--- config.mk ---
export PLATFORM = sky130hd
export DESIGN_NAME = card_register_contents
export DESIGN_NICKNAME = d
export VERILOG_FILES = /design/src/shared/card_regs_pkg.sv /design/src/rtl/card_register_contents.sv /design/src/rtl/crc7_calc.sv /design/src/rtl/powerup_timer.sv
export SDC_FILE = /design/constraint.sdc
export NUM_CORES = 1
export LEC_CHECK = 0
export ABC_CLOCK_PERIOD_IN_PS = 2100
export BUFFER_PORTS_ARGS = -buffer_cell sky130_fd_sc_hd__buf_2
export CORE_AREA = 2 2 310 312
export CTS_CLUSTER_SIZE = 40
export DETAILED_ROUTE_END_ITERATION = 10
export DIE_AREA = 0 0 312 314
export GPL_TIMING_DRIVEN = 0
export PLACE_DENSITY = 0.3
export SLEW_MARGIN = 5
export SYNTH_ARGS = -nofsm -noshare
export SYNTH_HDL_FRONTEND = slang
export SYNTH_HIERARCHICAL = 1
export SYNTH_SLANG_ARGS = --single-unit
--- constraint.sdc ---
create_clock -name sys_clk_i -period 2.1 [get_ports sys_clk_i]
set_input_delay 0.21 -clock sys_clk_i [delete_from_list [all_inputs] [get_ports sys_clk_i]]
set_output_delay 0.21 -clock sys_clk_i [all_outputs]
set_load 0.03 [all_outputs]
--- src/shared/card_regs_pkg.sv ---
// Purpose: Shared constants for the card register contents block
// Assumes: Card clock of 25 MHz; field positions count from bit 0 of each register
// Notes: Values that vary with capacity are parameters of the top module
package card_regs_pkg;

  // Clock and power-up timing
  localparam int CLK_FREQ_MHZ = 25;
  localparam int POWERUP_TIME_US = 1000;
  localparam int POWERUP_CYCLES = POWERUP_TIME_US * CLK_FREQ_MHZ;

  // Register widths
  localparam int CSD_W = 128;
  localparam int SCR_W = 64;
  localparam int RCA_W = 16;
  localparam int SSR_W = 512;
  localparam int OCR_W = 32;
  localparam int PROG_W = 16;
  localparam int CRC_W = 7;
  localparam int CRC_DATA_W = 120;

  // Card-specific data fields
  localparam int CSD_STRUCT_LSB = 126;
  localparam logic [1:0] CSD_STRUCT_VAL = 2'h1;
  localparam int CSD_TAAC_LSB = 112;
  localparam logic [7:0] CSD_TAAC_VAL = 8'h0E;
  localparam int CSD_NSAC_LSB = 104;
  localparam logic [7:0] CSD_NSAC_VAL = 8'h00;
  localparam int CSD_SPEED_LSB = 96;
  localparam logic [7:0] CSD_SPEED_VAL = 8'h32;
  localparam int CSD_CCC_LSB = 84;
  localparam logic [11:0] CSD_CCC_VAL = 12'h5B5;
  localparam int CSD_RBL_LSB = 80;
  localparam logic [3:0] CSD_RBL_VAL = 4'h9;
  localparam int CSD_CSIZE_LSB = 48;
  localparam int CSD_CSIZE_W = 22;
  localparam int CSD_ERASE_EN_POS = 46;
  localparam int CSD_SECTOR_LSB = 39;
  localparam logic [6:0] CSD_SECTOR_VAL = 7'h7F;
  localparam int CSD_R2W_LSB = 26;
  localparam logic [2:0] CSD_R2W_VAL = 3'h2;
  localparam int CSD_WBL_LSB = 22;
  localparam logic [3:0] CSD_WBL_VAL = 4'h9;
  localparam int CSD_PARTIAL_POS = 21;
  localparam int CSD_FMT_GRP_POS = 15;
  localparam int CSD_COPY_POS = 14;
  localparam int CSD_PERM_POS = 13;
  localparam int CSD_TMP_POS = 12;
  localparam int CSD_FMT_LSB = 10;
  localparam int CSD_RSV98_LSB = 8;
  localparam int CSD_CRC_LSB = 1;
  localparam int CSD_ONE_POS = 0;
  localparam int CSD_BODY_LSB = 8;

  // Special-features fields
  localparam int SCR_SPEC_LSB = 56;
  localparam logic [3:0] SCR_SPEC_VAL = 4'h2;
  localparam int SCR_ERASED_POS = 55;
  localparam int SCR_WIDTHS_LSB = 48;
  localparam logic [3:0] SCR_WIDTHS_VAL = 4'h5;
  localparam int SCR_SPEC3_POS = 47;
  localparam int SCR_SPEC4_POS = 42;
  localparam int SCR_SPECX_LSB = 38;
  localparam logic [3:0] SCR_SPECX_VAL = 4'h2;
  localparam int SCR_CMDSUP_LSB = 32;
  localparam logic [3:0] SCR_CMDSUP_VAL = 4'h3;
  localparam logic [7:0] ERASED_BYTE = 8'hFF;

  // Status record fields
  localparam int SSR_WIDTH_LSB = 510;
  localparam logic [1:0] BUS_WIDTH_1BIT = 2'h0;
  localparam logic [1:0] BUS_WIDTH_4BIT = 2'h2;
  localparam int SSR_PROT_LSB = 448;
  localparam int SSR_CLASS_LSB = 440;
  localparam logic [7:0] SSR_CLASS_VAL = 8'h04;
  localparam int SSR_AU_LSB = 428;
  localparam logic [3:0] SSR_AU_VAL = 4'h9;
  localparam int SSR_EU_LSB = 408;
  localparam logic [15:0] SSR_EU_VAL = 16'h0008;
  localparam int SSR_ETO_LSB = 402;
  localparam logic [5:0] SSR_ETO_VAL = 6'h04;
  localparam int SSR_EOFS_LSB = 400;
  localparam logic [1:0] SSR_EOFS_VAL = 2'h1;
  localparam int SSR_UHSG_LSB = 396;
  localparam logic [3:0] SSR_UHSG_VAL = 4'h1;
  localparam int SSR_UHSAU_LSB = 392;
  localparam logic [3:0] SSR_UHSAU_VAL = 4'h9;

  // Operating-conditions word fields
  localparam int OCR_VOLT_LSB = 15;
  localparam logic [9:0] OCR_VOLT_VAL = 10'h3FF;
  localparam int OCR_CCS_POS = 30;
  localparam int OCR_READY_POS = 31;

  localparam logic [15:0] RCA_RESET = 16'h0000;

  typedef enum logic [1:0] {
    PU_BUSY = 2'b01,
    PU_READY = 2'b10
  } powerup_state_e;

endpackage

--- src/rtl/card_register_contents.sv ---
// Purpose: Card-side register contents read by the host over the card bus
// Assumes: Command decoding sits outside; it hands over program, width and address strobes
// Notes: All register images are flop outputs refreshed every cycle
// What this block does
// - Device size field is reported so that capacity is (size + 1) times 512 kilobytes.
// - Format group, copy, permanent lock and file format change once only via the program command.
// - Temporary lock and the reserved pair 9:8 are rewritten by every program command that is not refused.
// - Bits 7:1 of the card-specific data hold its checksum and bit 0 reads as one.
// - Write block length code 1001 sits in bits 25:22 and partial writes bit 21 is clear.
// - The power-up-complete bit stays low until the internal power-up routine ends.
// - Capacity status is bit 30 and busy/ready bit 31 of the conditions word, zero meaning busy.
// - Erased-data-state bit 55 is clear and erased locations read as all-ones bytes.
// - Command-support bits 35:32 read 11, set-block-count and speed-class control supported.
// - A 16-bit relative address is held and may be reassigned after initialization.
// - Bus width is reported in status bits 511:510, 2 meaning four bits, tracking changes.
`timescale 1ns/1ps
`default_nettype none
module card_register_contents
  import card_regs_pkg::*;
#(
  parameter int POWERUP_CYC = POWERUP_CYCLES,
  parameter int DEVICE_SIZE = 15000,
  parameter logic CAPACITY_HIGH = 1'b1,
  parameter logic [31:0] PROTECTED_SIZE = 32'h00000000
) (
  input wire logic sys_clk_i,               // Card clock, 25 MHz
  input wire logic rst_i,                   // Synchronous reset, active high
  input wire logic prog_valid_i,            // Program-card-data command strobe
  input wire logic [PROG_W-1:0] prog_data_i, // New card-specific data bits 15:0
  input wire logic width_valid_i,           // Bus width change strobe
  input wire logic [1:0] width_i,           // Requested bus width code
  input wire logic rca_assign_i,            // Relative address assignment strobe
  input wire logic [RCA_W-1:0] rca_new_i,   // New relative address
  output logic [CSD_W-1:0] csd_o,           // Card-specific data image
  output logic [SCR_W-1:0] scr_o,           // Special-features image
  output logic [RCA_W-1:0] rca_o,           // Relative address
  output logic [SSR_W-1:0] ssr_o,           // Status record image
  output logic [OCR_W-1:0] ocr_o,           // Operating-conditions word
  output logic [7:0] erased_fill_o,         // Byte returned for erased locations
  output logic prog_ack_o,                  // Program command taken, one cycle
  output logic prog_refused_o,              // Program command refused, one cycle
  output logic powered_o                    // Power-up routine finished
);

  generate
    if (DEVICE_SIZE < 0 || DEVICE_SIZE >= (1 << CSD_CSIZE_W)) begin : g_bad_size
      $error("DEVICE_SIZE does not fit the device size field");
    end
  endgenerate

  ////////////////////////////////////////////////////////////////////////////
  // Power-up routine

  logic pwr_done;

  powerup_timer #(
    .CYCLES(POWERUP_CYC)
  ) u_powerup (
    .sys_clk_i(sys_clk_i),
    .rst_i(rst_i),
    .done_o(pwr_done)
  );

  ////////////////////////////////////////////////////////////////////////////
  // Programmable card-specific data bits

  // One-time bits packed as {format group, copy, permanent lock, format[1:0]}
  function automatic logic [4:0] otp_of(input logic [PROG_W-1:0] d);
    otp_of = {d[CSD_FMT_GRP_POS], d[CSD_COPY_POS], d[CSD_PERM_POS], d[CSD_FMT_LSB +: 2]};
  endfunction

  logic [4:0] otp_reg, otp_next;
  logic otp_used_reg, otp_used_next;
  logic tmp_lock_reg, tmp_lock_next;
  logic [1:0] rsv98_reg, rsv98_next;
  logic ack_next, refused_next;
  logic otp_differs;

  assign otp_differs = otp_of(prog_data_i) != otp_reg;

  always_comb begin
    otp_next = otp_reg;
    otp_used_next = otp_used_reg;
    tmp_lock_next = tmp_lock_reg;
    rsv98_next = rsv98_reg;
    ack_next = 1'b0;
    refused_next = 1'b0;
    if (rst_i) begin
      otp_next = '0;
      otp_used_next = 1'b0;
      tmp_lock_next = 1'b0;
      rsv98_next = '0;
    end else if (prog_valid_i) begin
      if (otp_used_reg && otp_differs) begin
        refused_next = 1'b1;
      end else begin
        ack_next = 1'b1;
        if (otp_differs) begin
          otp_next = otp_of(prog_data_i);
          otp_used_next = 1'b1;
        end
        tmp_lock_next = prog_data_i[CSD_TMP_POS];
        rsv98_next = prog_data_i[CSD_RSV98_LSB +: 2];
      end
    end
  end

  ////////////////////////////////////////////////////////////////////////////
  // Relative address and bus width

  logic [RCA_W-1:0] rca_next;
  logic [1:0] width_reg, width_next;

  always_comb begin
    rca_next = rca_o;
    width_next = width_reg;
    if (rst_i) begin
      rca_next = RCA_RESET;
      width_next = BUS_WIDTH_1BIT;
    end else begin
      if (rca_assign_i && pwr_done) begin
        rca_next = rca_new_i;
      end
      if (width_valid_i && (width_i == BUS_WIDTH_1BIT || width_i == BUS_WIDTH_4BIT)) begin
        width_next = width_i;
      end
    end
  end

  ////////////////////////////////////////////////////////////////////////////
  // Register images, assembled from next values so they follow changes in one cycle

  logic [CSD_W-1:0] csd_next;
  logic [SCR_W-1:0] scr_next;
  logic [SSR_W-1:0] ssr_next;
  logic [OCR_W-1:0] ocr_next;
  logic [CRC_W-1:0] csd_crc;
  logic [CSD_W-1:0] csd_body;

  always_comb begin
    csd_body = '0;
    csd_body[CSD_STRUCT_LSB +: 2] = CSD_STRUCT_VAL;
    csd_body[CSD_TAAC_LSB +: 8] = CSD_TAAC_VAL;
    csd_body[CSD_NSAC_LSB +: 8] = CSD_NSAC_VAL;
    csd_body[CSD_SPEED_LSB +: 8] = CSD_SPEED_VAL;
    csd_body[CSD_CCC_LSB +: 12] = CSD_CCC_VAL;
    csd_body[CSD_RBL_LSB +: 4] = CSD_RBL_VAL;
    csd_body[CSD_CSIZE_LSB +: CSD_CSIZE_W] = CSD_CSIZE_W'(DEVICE_SIZE);
    csd_body[CSD_ERASE_EN_POS] = 1'b1;
    csd_body[CSD_SECTOR_LSB +: 7] = CSD_SECTOR_VAL;
    csd_body[CSD_R2W_LSB +: 3] = CSD_R2W_VAL;
    csd_body[CSD_WBL_LSB +: 4] = CSD_WBL_VAL;
    csd_body[CSD_PARTIAL_POS] = 1'b0;
    csd_body[CSD_FMT_GRP_POS] = otp_next[4];
    csd_body[CSD_COPY_POS] = otp_next[3];
    csd_body[CSD_PERM_POS] = otp_next[2];
    csd_body[CSD_TMP_POS] = tmp_lock_next;
    csd_body[CSD_FMT_LSB +: 2] = otp_next[1:0];
    csd_body[CSD_RSV98_LSB +: 2] = rsv98_next;
  end

  crc7_calc #(
    .DATA_W(CRC_DATA_W)
  ) u_crc_next (
    .data_i(csd_body[CSD_W-1:CSD_BODY_LSB]),
    .crc_o(csd_crc)
  );

  always_comb begin
    csd_next = csd_body;
    csd_next[CSD_CRC_LSB +: CRC_W] = csd_crc;
    csd_next[CSD_ONE_POS] = 1'b1;

    scr_next = '0;
    scr_next[SCR_SPEC_LSB +: 4] = SCR_SPEC_VAL;
    scr_next[SCR_ERASED_POS] = 1'b0;
    scr_next[SCR_WIDTHS_LSB +: 4] = SCR_WIDTHS_VAL;
    scr_next[SCR_SPEC3_POS] = 1'b1;
    scr_next[SCR_SPEC4_POS] = 1'b1;
    scr_next[SCR_SPECX_LSB +: 4] = SCR_SPECX_VAL;
    scr_next[SCR_CMDSUP_LSB +: 4] = SCR_CMDSUP_VAL;

    ssr_next = '0;
    ssr_next[SSR_WIDTH_LSB +: 2] = width_next;
    ssr_next[SSR_PROT_LSB +: 32] = PROTECTED_SIZE;
    ssr_next[SSR_CLASS_LSB +: 8] = SSR_CLASS_VAL;
    ssr_next[SSR_AU_LSB +: 4] = SSR_AU_VAL;
    ssr_next[SSR_EU_LSB +: 16] = SSR_EU_VAL;
    ssr_next[SSR_ETO_LSB +: 6] = SSR_ETO_VAL;
    ssr_next[SSR_EOFS_LSB +: 2] = SSR_EOFS_VAL;
    ssr_next[SSR_UHSG_LSB +: 4] = SSR_UHSG_VAL;
    ssr_next[SSR_UHSAU_LSB +: 4] = SSR_UHSAU_VAL;

    // Capacity status is only driven once ready, so a busy word never shows it
    ocr_next = '0;
    ocr_next[OCR_VOLT_LSB +: 10] = OCR_VOLT_VAL;
    ocr_next[OCR_READY_POS] = pwr_done && !rst_i;
    ocr_next[OCR_CCS_POS] = CAPACITY_HIGH && pwr_done && !rst_i;
  end

  always_ff @(posedge sys_clk_i) begin
    otp_reg <= otp_next;
    otp_used_reg <= otp_used_next;
    tmp_lock_reg <= tmp_lock_next;
    rsv98_reg <= rsv98_next;
    width_reg <= width_next;
    rca_o <= rca_next;
    csd_o <= csd_next;
    scr_o <= scr_next;
    ssr_o <= ssr_next;
    ocr_o <= ocr_next;
    erased_fill_o <= ERASED_BYTE;
    prog_ack_o <= ack_next;
    prog_refused_o <= refused_next;
    powered_o <= pwr_done && !rst_i;
  end

  ////////////////////////////////////////////////////////////////////////////
  // Checks

  logic [CRC_W-1:0] csd_o_crc;

  crc7_calc #(
    .DATA_W(CRC_DATA_W)
  ) u_crc_check (
    .data_i(csd_o[CSD_W-1:CSD_BODY_LSB]),
    .crc_o(csd_o_crc)
  );
endmodule
`default_nettype wire

--- src/rtl/crc7_calc.sv ---
// Purpose: Seven-bit checksum (x^7 + x^3 + 1) over a data vector, MSB first
// Assumes: Purely combinational
// Notes: Used for the card-specific data checksum
`timescale 1ns/1ps
`default_nettype none
module crc7_calc
  import card_regs_pkg::*;
#(
  parameter int DATA_W = CRC_DATA_W
) (
  input wire logic [DATA_W-1:0] data_i, // Data, first bit at MSB
  output logic [CRC_W-1:0] crc_o         // Resulting checksum
);

  generate
    if (DATA_W < 1) begin : g_bad_width
      $error("crc7_calc needs a data width of at least one");
    end
  endgenerate

  always_comb begin
    logic fb;
    crc_o = '0;
    fb = 1'b0;
    for (int i = DATA_W - 1; i >= 0; i--) begin
      fb = data_i[i] ^ crc_o[6];
      crc_o = {crc_o[5:0], 1'b0};
      crc_o[0] = fb;
      crc_o[3] = crc_o[3] ^ fb;
    end
  end

endmodule
`default_nettype wire

--- src/rtl/powerup_timer.sv ---
// Purpose: Holds the card busy until its internal power-up routine has run
// Assumes: Synchronous active-high reset restarts the routine
// Notes: Done is a flop output and stays high until the next reset
`timescale 1ns/1ps
`default_nettype none
module powerup_timer
  import card_regs_pkg::*;
#(
  parameter int CYCLES = POWERUP_CYCLES
) (
  input wire logic sys_clk_i, // Card clock
  input wire logic rst_i,     // Synchronous reset, active high
  output logic done_o         // Power-up routine finished
);

  localparam int CNT_W = $clog2(CYCLES + 1);

  generate
    if (CYCLES < 1) begin : g_bad_cycles
      $error("powerup_timer needs at least one cycle");
    end
  endgenerate

  powerup_state_e state_reg, state_next;
  logic [CNT_W-1:0] cnt_reg, cnt_next;
  logic done_next;

  always_comb begin
    state_next = state_reg;
    cnt_next = cnt_reg;
    done_next = 1'b0;
    if (rst_i) begin
      state_next = PU_BUSY;
      cnt_next = '0;
    end else begin
      case (state_reg)
        PU_BUSY: begin
          if (cnt_reg == CNT_W'(CYCLES - 1)) begin
            state_next = PU_READY;
            done_next = 1'b1;
          end else begin
            cnt_next = cnt_reg + 1'b1;
          end
        end
        PU_READY: begin
          done_next = 1'b1;
        end
        default: begin
          state_next = PU_BUSY;
          cnt_next = '0;
        end
      endcase
    end
  end

  always_ff @(posedge sys_clk_i) begin
    state_reg <= state_next;
    cnt_reg <= cnt_next;
    done_o <= done_next;
  end

endmodule
`default_nettype wire

==> run metrics <==
Iteration-0 DRC Markers=149; Core Area=94,450 sq um; clock tree buffer depth=2; Slew HR=62.51%; Post-Syn Area=11,020 sq um; ANT nets after route=0; Worst setup SP type=flip-flop; Final Cell Area=16,690 sq um; post-synthesis instance total=1,231; largest net degree at the start of global routing=20; H-tree levels=2; clock slew at reported path FFs=0.09 ns; fmax=483.2 MHz; Die ar.=97,970 sq um; syn avg cell area=8.951 sq um; worst flop-to-flop path startpoint=csd_o[15]$_DFF_P_; Die Width=312 microns; fin. max-slew vios=0; CP Class=flip-flop to flip-flop; final hold vios=0; GRT Resource Usage Total=5.351%; post-synthesis register bit count=55; Setup violations, final=0; MaxCap Viol Count=0; worst-path maximum fanout=4; EDFF count, synth=0; CTS tree=yes; vias in the first global route=6,027; clock root cell=clkbuf_16; sequential area share after synthesis=9.993%; pre-CTS setup slack=-0.7822 ns; status=complete, no violations; required time of the critical path=2.29 ns; fin crit share=98.56%; Placed Area=16,270 sq um; Min-Delay Path Depth=3; filler cell count=10,950; Top Ports=802; Residual DRC=0; R2R cell count=9; GRT overflow=0; worst hold start=rca_new_i[14]; Area Growth Syn to Fin=51.52%; Placed Cells=3,450; routability congestion estimate=0.6754; fin cells=3,470; Fin Hold WS=0.1168 ns; Largest register FFs=16; worst flop-to-flop path endpoint=csd_o[4]$_DFF_P_; R2R setup slack=0.03 ns; Rows=113; Num Clock Sinks=55; share of synthesized registers carrying an async set or reset=0%; layout cells sized above 1=39.68%; footprint of the multi-input gates=7838 sq um; Reg area=1109 sq um; initial core utilization=11.67%; final WL=29.26 mm; synth warn=6; Num CTS Buffers=5; Via density=2.146; CP arrival=2.26 ns; fin nets=2,246; diode count=0; CP Capture Type=flip-flop; worst skew pair latency=0.32 ns; first-pass GRT wire length=39.79 mm; pin slew with the least headroom to its limit=0.5623 ns; antenna violations before repair=3; DR WL/cell=8.431 microns; post-detail-place hpwl=26.92 mm; count of different cell masters after synthesis=55; I/O Buffers=68; cts hold-fix bufs=0; Hold EP=rca_o[14]$_SDFFE_PP0P_; die height=314 microns; Detailed Routing Iterations Pass 1=4; unrepaired setup endpoints after global routing=true; Vias=7,447; PnR worst setup slack=0.03034 ns; Hold Path Class=primary input to flip-flop; Clock Skews=0.007681 ns; post-layout min period=2.070 ns; ys flop type=dfxtp_1
==> kinds of logic (layout without fill, tap and decap cells) <==
family / Yosys count / in the layout / synth area share (%)
AO/OA/AOI/OAI: 58 / 58 / 3.430
AND/OR/NAND/NOR: 132 / 132 / 6.632
other: 2 / 888 / 0.06816
buffers and inverters: 746 / 834 / 50.33
adder cells (fa/ha/maj): 3 / 3 / 0.3407
flip-flops: 55 / 55 / 9.993
multiplexers: 4 / 4 / 0.3634
XOR/XNOR: 231 / 231 / 28.84
==> worst max path at each step <==
stage / startpoint / to / slack [ns] / cells past startpoint
global placement: rst_i / csd_o[5]$_DFF_P_ / -0.84 / 10
detailed placement: rst_i / csd_o[5]$_DFF_P_ / -0.78 / 10
global route: csd_o[15]$_DFF_P_ / csd_o[5]$_DFF_P_ / -0.12 / 9
floorplan: otp_reg[1]$_DFF_P_ / csd_o[4]$_DFF_P_ / 0.05 / 8
CTS: otp_used_reg$_SDFFE_PP0P_ / csd_o[5]$_DFF_P_ / -0.10 / 10
finish: csd_o[15]$_DFF_P_ / csd_o[4]$_DFF_P_ / 0.03 / 9
==> cell usage after synthesis (2+ instances only) <==
cell | instances | area, sq um
nand2b_1 | 3 | 18.77
conb_1 | 2 | 7.510
and4_1 | 8 | 70.07
xnor2_1 | 105 | 919.6
a31oi_1 | 6 | 37.54
buf_2 | 3 | 15.01
a21oi_1 | 29 | 145.1
xor3_1 | 16 | 380.4
nor2b_1 | 5 | 31.28
xnor3_2 | 7 | 166.4
buf_1 | 2 | 7.510
inv_1 | 5 | 18.77
dfxtp_1 | 55 | 1101
nor3_1 | 5 | 25.02
nand3_1 | 8 | 40.04
xnor2_2 | 4 | 65.06
xor2_1 | 41 | 359.1
xnor3_1 | 55 | 1239
o21ai_0 | 6 | 30.03
nor3b_1 | 4 | 30.03
nand3b_1 | 4 | 30.03
and3_1 | 6 | 37.54
xor2_2 | 3 | 48.80
nor2_1 | 15 | 56.30
o21a_1 | 2 | 15.01
a21o_1 | 3 | 22.52
and2_1 | 2 | 12.51
nand4_1 | 5 | 31.28
ha_1 | 3 | 37.54
mux2i_1 | 4 | 40.04
clkbuf_1 | 6 | 22.52
a221o_1 | 5 | 50.05
buf_4 | 728 | 5465
or3_1 | 2 | 12.51
nand2_1 | 54 | 202.7
==> per-stage QoR <==
stage	setup TNS, ns	util, %
floorplan	0	-
global placement	-2.859	17.23
detailed placement	-2.645	17.23
CTS	-0.1953	17.59
global route	-0.3376	17.68
finish	0	17.68
==> area by class of cell <==
class	count	share of cell area [%]
well taps	1265	9.481
repair buffers	81	2.646
clock inverters	3	0.2848
inverters	5	0.1124
plain buffers	740	33.14
flip-flops and latches	55	6.640
clock buffers	5	0.7495
multi-input cells	1316	46.95
==> worst max-delay path: stages, from the launching register on <==
cell	delay [ns]
dfxtp_2	0.34
xor2_2	0.15
nor3_4	0.18
buf_6	0.15
mux2i_2	0.24
nand3_2	0.13
xnor2_2	0.19
xnor2_2	0.15
xnor3_1	0.17
xnor3_1	0.24
==> layer usage <==
layer	wire length, microns	vias to the layer above	track usage (%)
met2	19390	206	12.60
met1	7895	2978	4.198
met3	1688	13	1.219
met4	257	4	0.8632
li1	-	4246	-
met5	27	-	0
==> cells in the final DEF, fill, tap and decap left out, types with 7 or more instances in the layout <==
cell type	instances
conb_1	888
buf_4	740
xnor2_1	99
buf_2	71
xnor3_1	55
nand2_1	52
dfxtp_1	51
xor2_1	38
a21oi_1	24
nor2_1	15
xor3_1	15
xnor2_2	10
and4_1	8
xnor3_2	7
==> repair_timing <==
item                       in CTS  in global routing
pin swaps                      14                 12
resized for setup              18                 15
setup buffers                  11                  2
setup endpoints to repair       6                 14
Power is left out: the tool's default activity adds up to more than one toggle a clock period on the data nets, which glitch-free logic cannot reach.
